## config.mk

```make
export PLATFORM = sky130hd
export DESIGN_NAME = acotc_top
export DESIGN_NICKNAME = d
export VERILOG_FILES = /design/src/verilog/acotc_pkg.sv /design/src/verilog/acotc_top.sv
export SDC_FILE = /design/constraint.sdc
export NUM_CORES = 1
export LEC_CHECK = 0
export ABC_AREA = 1
export BUFFER_PORTS_ARGS = -buffer_cell sky130_fd_sc_hd__buf_2
export CORE_UTILIZATION = 50
export DETAILED_ROUTE_END_ITERATION = 8
export PLACE_DENSITY = 0.7
export SLEW_MARGIN = 20
export SYNTH_ARGS = -nofsm -noshare
export SYNTH_HDL_FRONTEND = slang
export SYNTH_SLANG_ARGS = --single-unit
```

## constraint.sdc

```tcl
create_clock -name clk_sys -period 5.8 [get_ports clk_sys]
set_input_delay 0.29 -clock clk_sys [delete_from_list [all_inputs] [get_ports clk_sys]]
set_output_delay 0.29 -clock clk_sys [all_outputs]
set_load 0.01 [all_outputs]
```

## src/verilog/acotc_pkg.sv

```systemverilog
// Constants for the converter's global configuration and test-pattern block.
// Assumes a framed serial port delivers whole register reads and writes.
package acotc_pkg;
   // Register offsets
   localparam logic [7:0] ADDR_SERIAL_SETUP = 8'h00;
   localparam logic [7:0] ADDR_BURST_LAST = 8'h02;
   localparam logic [7:0] ADDR_DIVIDER = 8'h72;
   localparam logic [7:0] ADDR_OUT_FORMAT = 8'h73;
   localparam logic [7:0] ADDR_SECOND_OUT = 8'h74;
   localparam logic [7:0] ADDR_SPEED_STATUS = 8'h75;
   localparam logic [7:0] ADDR_PATTERN = 8'hC0;
   localparam logic [7:0] ADDR_W1_LOW = 8'hC2;
   localparam logic [7:0] ADDR_W1_HIGH = 8'hC3;
   localparam logic [7:0] ADDR_W2_LOW = 8'hC4;
   localparam logic [7:0] ADDR_W2_HIGH = 8'hC5;
   // Field positions
   localparam int SOFT_RESET_BIT = 5;
   localparam int DLL_RANGE_BIT = 6;
   localparam int DRIVE_MSB = 7;
   localparam int DRIVE_LSB = 5;
   localparam int TEST_MODE_MSB = 7;
   localparam int TEST_MODE_LSB = 6;
   localparam logic [7:0] OUT_FORMAT_MASK = 8'hE7;
   localparam logic [7:0] SPEED_STATUS_MASK = 8'h40;
   localparam logic [7:0] SETUP_KEEP_MASK = 8'hDF;
   // Values after reset
   localparam logic [7:0] RESET_BYTE = 8'h00;
   localparam logic [1:0] RESET_SETTING = 2'h0;
   localparam logic [15:0] RESET_WORD = 16'h0000;
   // One-hot field encodings
   localparam logic [2:0] SEL_PIN = 3'h0;
   localparam logic [2:0] SEL_FIRST = 3'h1;
   localparam logic [2:0] SEL_SECOND = 3'h2;
   localparam logic [2:0] SEL_THIRD = 3'h4;
   // Test-pattern sequencing
   localparam logic [1:0] TEST_STATIC = 2'h0;
   localparam logic [1:0] TEST_ALTERNATE = 2'h1;
   localparam logic [3:0] PAT_OFF = 4'h0;
   localparam logic [3:0] PAT_MID = 4'h1;
   localparam logic [3:0] PAT_ONES = 4'h2;
   localparam logic [3:0] PAT_ZEROS = 4'h3;
   localparam logic [3:0] PAT_CHECKER = 4'h4;
   localparam logic [3:0] PAT_ONE_ZERO = 4'h7;
   localparam logic [3:0] PAT_USER = 4'h8;
   localparam logic [15:0] WORD_MID = 16'h8000;
   localparam logic [15:0] WORD_ONES = 16'hFFFF;
   localparam logic [15:0] WORD_ZEROS = 16'h0000;
   localparam logic [15:0] WORD_CHECK_A = 16'hAAAA;
   localparam logic [15:0] WORD_CHECK_B = 16'h5555;
   localparam int TEST_SYNC_STAGES = 3;
   localparam int PIN_SYNC_STAGES = 2;
endpackage

```

## src/verilog/acotc_top.sv

```systemverilog
// Global configuration registers, output overrides and test-pattern source.
// Assumes serial framing outside; one register access per strobe on clk_sys.
// Notes on behaviour
// - Divider field 000 follows the pin, 001 is /1, 010 is /2, 100 is /4.
// - Soft reset leaves the divider and output-format registers untouched.
// - Format bits 7:5: 000 pin, 001 low-swing 2mA, 010 3mA, 100 CMOS.
// - Format bits 2:0: 000 pin, 001 two's complement, 010 Gray, 100 binary.
// - Speed-status bit 6 picks the loop range, fast when clear by default.
// - Test words are held static or alternated on successive clock phases.
// - Pattern enable reaches the bus only after several clock cycles.
// - Test mode bits 7:6 are 00 static, 01 alternate, others reserved.
// - Low nibble picks off, midscale, ones, zeros, checkerboard, one/zero.
// - Code 1000 sends the first user word built from its two bytes.
// - The second user word, from its two bytes, is the alternate word.
// - An 8-bit register at 02 holds the burst's last address.
// - Writing the soft-reset bit returns all registers but the divider and output format to defaults.
module acotc_top
   import acotc_pkg::*;
(
   input wire logic clk_sys,
   input wire logic rst,
   input wire logic reg_wr,
   input wire logic reg_rd,
   input wire logic [7:0] reg_addr,
   input wire logic [7:0] reg_wdata,
   output logic [7:0] reg_rdata,
   input wire logic [1:0] divider_pin,
   input wire logic [1:0] drive_select_pin,
   input wire logic [1:0] coding_select_pin,
   input wire logic [15:0] sample_data,
   output logic [1:0] divider_ratio,
   output logic [1:0] drive_mode,
   output logic [1:0] coding_mode,
   output logic dll_slow,
   output logic test_active,
   output logic [15:0] out_bus
);
   logic [7:0] setup_reg;
   logic [7:0] burst_last_reg;
   logic [7:0] divider_reg;
   logic [7:0] out_format_reg;
   logic [7:0] second_out_reg;
   logic [7:0] speed_status_reg;
   logic [7:0] pattern_reg;
   logic [7:0] w1_low_reg;
   logic [7:0] w1_high_reg;
   logic [7:0] w2_low_reg;
   logic [7:0] w2_high_reg;
   logic [5:0] pin_sync1_reg;
   logic [5:0] pin_sync2_reg;
   logic [TEST_SYNC_STAGES-1:0] test_sync_reg;
   logic phase_reg;
   logic soft_reset;
   logic [15:0] word1;
   logic [15:0] word2;
   logic has_word2;
   logic pattern_on;

   // Pin codes: 0, 1, 2 are the three tri-level states; 3 is ignored
   function automatic logic [1:0] pick_setting(input logic [2:0] field,
         input logic [1:0] pin, input logic [1:0] prev);
      logic [1:0] result;
      result = prev;
      case (field)
         SEL_PIN: if (pin != 2'h3) result = pin;
         SEL_FIRST: result = 2'h0;
         SEL_SECOND: result = 2'h1;
         SEL_THIRD: result = 2'h2;
         default: result = prev;
      endcase
      return result;
   endfunction

   assign soft_reset = reg_wr && reg_addr == ADDR_SERIAL_SETUP
         && reg_wdata[SOFT_RESET_BIT];

   // Registers exempt from soft reset
   always_ff @(posedge clk_sys or posedge rst) begin
      if (rst) begin
         divider_reg <= RESET_BYTE;
         out_format_reg <= RESET_BYTE;
      end else if (reg_wr) begin
         if (reg_addr == ADDR_DIVIDER) begin
            divider_reg <= reg_wdata;
         end
         if (reg_addr == ADDR_OUT_FORMAT) begin
            out_format_reg <= reg_wdata & OUT_FORMAT_MASK;
         end
      end
   end

   // Registers that soft reset returns to defaults
   always_ff @(posedge clk_sys or posedge rst) begin
      if (rst) begin
         setup_reg <= RESET_BYTE;
         burst_last_reg <= RESET_BYTE;
         second_out_reg <= RESET_BYTE;
         speed_status_reg <= RESET_BYTE;
         pattern_reg <= RESET_BYTE;
         w1_low_reg <= RESET_BYTE;
         w1_high_reg <= RESET_BYTE;
         w2_low_reg <= RESET_BYTE;
         w2_high_reg <= RESET_BYTE;
      end else if (soft_reset) begin
         setup_reg <= RESET_BYTE;
         burst_last_reg <= RESET_BYTE;
         second_out_reg <= RESET_BYTE;
         speed_status_reg <= RESET_BYTE;
         pattern_reg <= RESET_BYTE;
         w1_low_reg <= RESET_BYTE;
         w1_high_reg <= RESET_BYTE;
         w2_low_reg <= RESET_BYTE;
         w2_high_reg <= RESET_BYTE;
      end else if (reg_wr) begin
         case (reg_addr)
            // Soft-reset bit is self-clearing, so it never reads back high
            ADDR_SERIAL_SETUP: setup_reg <= reg_wdata & SETUP_KEEP_MASK;
            ADDR_BURST_LAST: burst_last_reg <= reg_wdata;
            // Host pre-mixes status in; undo it to recover its wanted value
            ADDR_SECOND_OUT: second_out_reg <= reg_wdata
                  ^ speed_status_reg ^ second_out_reg;
            ADDR_SPEED_STATUS:
               speed_status_reg <= reg_wdata & SPEED_STATUS_MASK;
            ADDR_PATTERN: pattern_reg <= reg_wdata;
            ADDR_W1_LOW: w1_low_reg <= reg_wdata;
            ADDR_W1_HIGH: w1_high_reg <= reg_wdata;
            ADDR_W2_LOW: w2_low_reg <= reg_wdata;
            ADDR_W2_HIGH: w2_high_reg <= reg_wdata;
            default: ;
         endcase
      end
   end

   // Read answer; unmapped addresses read zero
   always_ff @(posedge clk_sys or posedge rst) begin
      if (rst) begin
         reg_rdata <= RESET_BYTE;
      end else if (reg_rd) begin
         case (reg_addr)
            ADDR_SERIAL_SETUP: reg_rdata <= setup_reg;
            ADDR_BURST_LAST: reg_rdata <= burst_last_reg;
            ADDR_DIVIDER: reg_rdata <= divider_reg;
            ADDR_OUT_FORMAT: reg_rdata <= out_format_reg;
            ADDR_SECOND_OUT: reg_rdata <= second_out_reg;
            ADDR_SPEED_STATUS: reg_rdata <= speed_status_reg;
            ADDR_PATTERN: reg_rdata <= pattern_reg;
            ADDR_W1_LOW: reg_rdata <= w1_low_reg;
            ADDR_W1_HIGH: reg_rdata <= w1_high_reg;
            ADDR_W2_LOW: reg_rdata <= w2_low_reg;
            ADDR_W2_HIGH: reg_rdata <= w2_high_reg;
            default: reg_rdata <= RESET_BYTE;
         endcase
      end
   end

   // Strap pins are asynchronous to clk_sys
   always_ff @(posedge clk_sys or posedge rst) begin
      if (rst) begin
         pin_sync1_reg <= 6'h00;
         pin_sync2_reg <= 6'h00;
      end else begin
         pin_sync1_reg <= {coding_select_pin, drive_select_pin, divider_pin};
         pin_sync2_reg <= pin_sync1_reg;
      end
   end

   // Effective overrides
   always_ff @(posedge clk_sys or posedge rst) begin
      if (rst) begin
         divider_ratio <= RESET_SETTING;
         drive_mode <= RESET_SETTING;
         coding_mode <= RESET_SETTING;
         dll_slow <= 1'b0;
      end else begin
         divider_ratio <= pick_setting(divider_reg[2:0],
               pin_sync2_reg[1:0], divider_ratio);
         drive_mode <= pick_setting(out_format_reg[DRIVE_MSB:DRIVE_LSB],
               pin_sync2_reg[3:2], drive_mode);
         coding_mode <= pick_setting(out_format_reg[2:0],
               pin_sync2_reg[5:4], coding_mode);
         dll_slow <= speed_status_reg[DLL_RANGE_BIT];
      end
   end

   // Pattern words per code; reserved codes act as off
   always_comb begin
      word1 = WORD_ZEROS;
      word2 = WORD_ZEROS;
      has_word2 = 1'b0;
      pattern_on = 1'b1;
      case (pattern_reg[3:0])
         PAT_MID: word1 = WORD_MID;
         PAT_ONES: word1 = WORD_ONES;
         PAT_ZEROS: word1 = WORD_ZEROS;
         PAT_CHECKER: begin
            word1 = WORD_CHECK_A;
            word2 = WORD_CHECK_B;
            has_word2 = 1'b1;
         end
         PAT_ONE_ZERO: begin
            word1 = WORD_ONES;
            word2 = WORD_ZEROS;
            has_word2 = 1'b1;
         end
         PAT_USER: begin
            word1 = {w1_high_reg, w1_low_reg};
            word2 = {w2_high_reg, w2_low_reg};
            has_word2 = 1'b1;
         end
         default: pattern_on = 1'b0;
      endcase
   end

   // Enable is treated as foreign to the sample clock, so it is delayed
   always_ff @(posedge clk_sys or posedge rst) begin
      if (rst) begin
         test_sync_reg <= '0;
      end else begin
         test_sync_reg <= {test_sync_reg[TEST_SYNC_STAGES-2:0],
               pattern_on};
      end
   end

   // Bus drive; reserved mode bits fall back to static
   always_ff @(posedge clk_sys or posedge rst) begin
      if (rst) begin
         phase_reg <= 1'b0;
         test_active <= 1'b0;
         out_bus <= RESET_WORD;
      end else begin
         test_active <= test_sync_reg[TEST_SYNC_STAGES-1];
         if (!test_sync_reg[TEST_SYNC_STAGES-1]) begin
            phase_reg <= 1'b0;
            out_bus <= sample_data;
         end else if (pattern_reg[TEST_MODE_MSB:TEST_MODE_LSB]
               == TEST_ALTERNATE && has_word2) begin
            phase_reg <= ~phase_reg;
            out_bus <= phase_reg ? word2 : word1;
         end else begin
            phase_reg <= 1'b0;
            out_bus <= word1;
         end
      end
   end
endmodule

```

==> results.py <==
metrics = {
    "critical_path": {
        "path_cells": "nor2_1 > nand3_1 > nand3_2 > nand3_2 > clkinv_1 > nand2_1 > nand3_1 > nand2_1",
        "cp_slowest_stage_delay_ns": 0.42,
        "end_kind": "flop",
        "cp_slowest_cell": "dfrtp_1",
        "cp.arrival_ns": 2.47,
        "path_max_fanout": 22,
        "crit_path_start_kind": "flop",
        "cp.required_ns": 6.11,
        "crit_type": "flop to flop",
    },
    "cts": {
        "cts_hold_repair.buffers": 6,
        "clock-root-buffer": "clkbuf_16",
        "path_clk_slew_ns": 0.05,
        "clk_latency_ns": 0.43,
        "cts_sinks": 126,
        "cts_tree": "done",
        "cts-buffers-inserted": 17,
        "cts-resized-gates": 0,
        "htreeDepth": 4,
        "max-clock-path-buffers": 2,
        "postCtsSetupBuffers": 0,
    },
    "pwr": {
        "p_leak_uw": 0.003668,
        "total_power_uw": 2296,
        "p_per_area_mw_per_mm2": 318.3,
        "ir_worst_vdd_mv": 0.1663,
    },
    "final_layout": {
        "top_register": "out_bus",
        "drive_gt1_share_pct": 16.47,
        "area_growth_pct": 16.70,
        "final_cell_count_no_fill": 1009,
        "final_area_mm2": 0.007214,
        "largest_register_ffs": 16,
        "final_nets": 892,
        "antenna_cells": 0,
    },
    "global_routing": {
        "grt_overflow": 0,
        "grt_usage_pct": 26.68,
        "grt_pass1_wl_mm": 25.96,
        "grt_antenna_before_repair": 0,
        "grt_pass1_vias": 5226,
        "grt_max_degree": 67,
        "busiest_layer": "met2",
        "grtUsageMet1_pct": 33.76,
        "use_met2_pct": 42.94,
        "grt_util_met3_pct": 5.678,
    },
    "floorplan": {
        "core_mm2": 0.01201,
        "chipWidth_um": 113.2,
        "dieArea_mm2": 0.01281,
        "row_count": 40,
        "die_h_um": 113.2,
        "start_util_pct": 51.47,
        "io_pins": 74,
    },
    "routing": {
        "vias": 5392,
        "drc": 0,
        "drt_iter0_drc": 351,
        "routed_wl_mm": 15.73,
        "drt-wirelength-per-cell_um": 15.59,
        "drtAntennaViolNets": 0,
        "drt-pass1-iter-count": 5,
        "vias_per_cell": 5.344,
    },
    "place": {
        "io_buffers": 73,
        "place_hpwl_mm": 10.87,
        "gp_congestion": 0.8880,
        "dp_cells": 972,
        "placed_area_mm2": 0.006558,
    },
    "sta": {
        "fin_crit_sh_pct": 37.30,
        "skew_ns": 0.004622,
        "tns_ns": 0,
        "hold_viol_final": 0,
        "slew_violations": 0,
        "relSlewSlack_pct": 34.26,
        "setup_viol": 0,
        "tightest_slew_ns": 0.9850,
        "period_minus_slack_ns": 2.163,
        "rsz0062_at_grt": "no",
        "clock.fmax_mhz": 462.2,
    },
    "flow_run": {
        "cap_violations": 0,
    },
    "yosys": {
        "syn_inst": 782,
        "synth_nets": 824,
        "yosys_warnings": 0,
        "async_reset_ff_share_pct": 100.0,
        "yosysUniqueCellTypes": 31,
        "ys_seq_area_share_pct": 51.00,
        "synth_ff_type": "dfrtp_1",
        "syn_area_mm2": 0.006182,
        "synth.avg_cell_area_um2": 7.906,
        "synth-edff-count": 0,
        "ys_seq_elements": 126,
    },
    "worst_hold_path": {
        "hold_class": "primary input to async pin",
    },
    "status": {
        "status": "finished, final reports clean",
    },
}
==> critical path: cells and delay by family (launching register included) <==
family | cells | cell delay (ns)
DFF | 1 | 0.42
and+or+nand+nor | 7 | 1.31
buffers and inverters | 1 | 0.30
==> worst paths after layout <==
path | start | to | slack [ns] | cells after the start
max | pattern_reg[1] | out_bus[7] | 3.64 | 8
min | rst | test_sync_reg[1] | 0.0008 | 2
max reg2reg | pattern_reg[1] | out_bus[7] | 3.64 | 8
min reg2reg | pin_sync1_reg[3] | pin_sync2_reg[3] | 0.35 | 0
max in group asynchronous | rst | burst_last_reg[2] | 4.45 | 3
min in group clk_sys | sample_data[2] | out_bus[2] | 0.07 | 3
==> metal layers <==
layer / up-vias / part of all wire, % / routed length, um
li1: 2669 / - / -
met1: 2487 / 44 / 6954
met2: 197 / 46 / 7198
met3: 39 / 6.4 / 1011
met4: 0 / 3.6 / 561
met5: - / 0 / 0
==> cell families after synthesis <==
kind of cell / share of synthesized area (%)
DFF: 51.00
xor gates and xnor gates: 0.1417
adders and majority gates: 0.3238
AOI/OAI and AO/OA: 10.26
and+or+nand+nor: 31.01
buffers and inverters: 7.266
==> placed cells by master (no fill, tap or decap), types with 6 or more instances in the layout <==
| cell type | instances |
|---|---|
| a21oi_1 | 20 |
| nor3b_1 | 7 |
| dfrtp_1 | 126 |
| nand2_1 | 241 |
| clkbuf_8 | 6 |
| inv_1 | 58 |
| dlygate4sd3_1 | 6 |
| nand3_1 | 96 |
| nor2_1 | 67 |
| buf_2 | 73 |
| clkbuf_16 | 17 |
| o21ai_0 | 38 |
| nor3_1 | 12 |
| o21ai_2 | 18 |
| o21ai_1 | 29 |
==> where the power goes <==
part	switching [uW]	internal (uW)	total (uW)
Clock	372	696	1070
Sequential	50.1	950	1000
Combinational	147	80.7	228
==> cell usage after synthesis (5+ instances only) <==
master    instances  area (um^2)
nand3_1          96        480.5
buf_6             5        56.30
inv_1            59        221.5
nor3_1           12        60.06
o21ai_1          29        145.1
o21ai_2          18        157.7
a21oi_1          20        100.1
dfrtp_1         126         3153
nand2_1         241        904.6
clkbuf_1          5        18.77
nor3b_1           7        52.55
o21ai_0          38        190.2
nor2_1           67        251.5
buf_2            18        90.09
==> stage by stage <==
step	utilization (%)	setup WS (ns)	hold slack (ns)
finish	60.06	3.637	0.0007717
global route	60.06	3.383	0.07412
CTS	60.06	3.624	0.03022
detailed placement	54.59	3.447	0.3370
global placement	54.59	3.548	0.3330
floorplan	-	2.154	0.3214
==> area by class of cell <==
class	count	area [um^2]
multi-input cells	556	2580
well taps	147	183.9
clock buffers	26	519.2
fillers	1092	4797
repair buffers	81	440.4
flip-flops and latches	126	3153
clock inverters	5	77.57
inverters	68	260.3
Note: power is estimated with default switching activity, not from simulation.
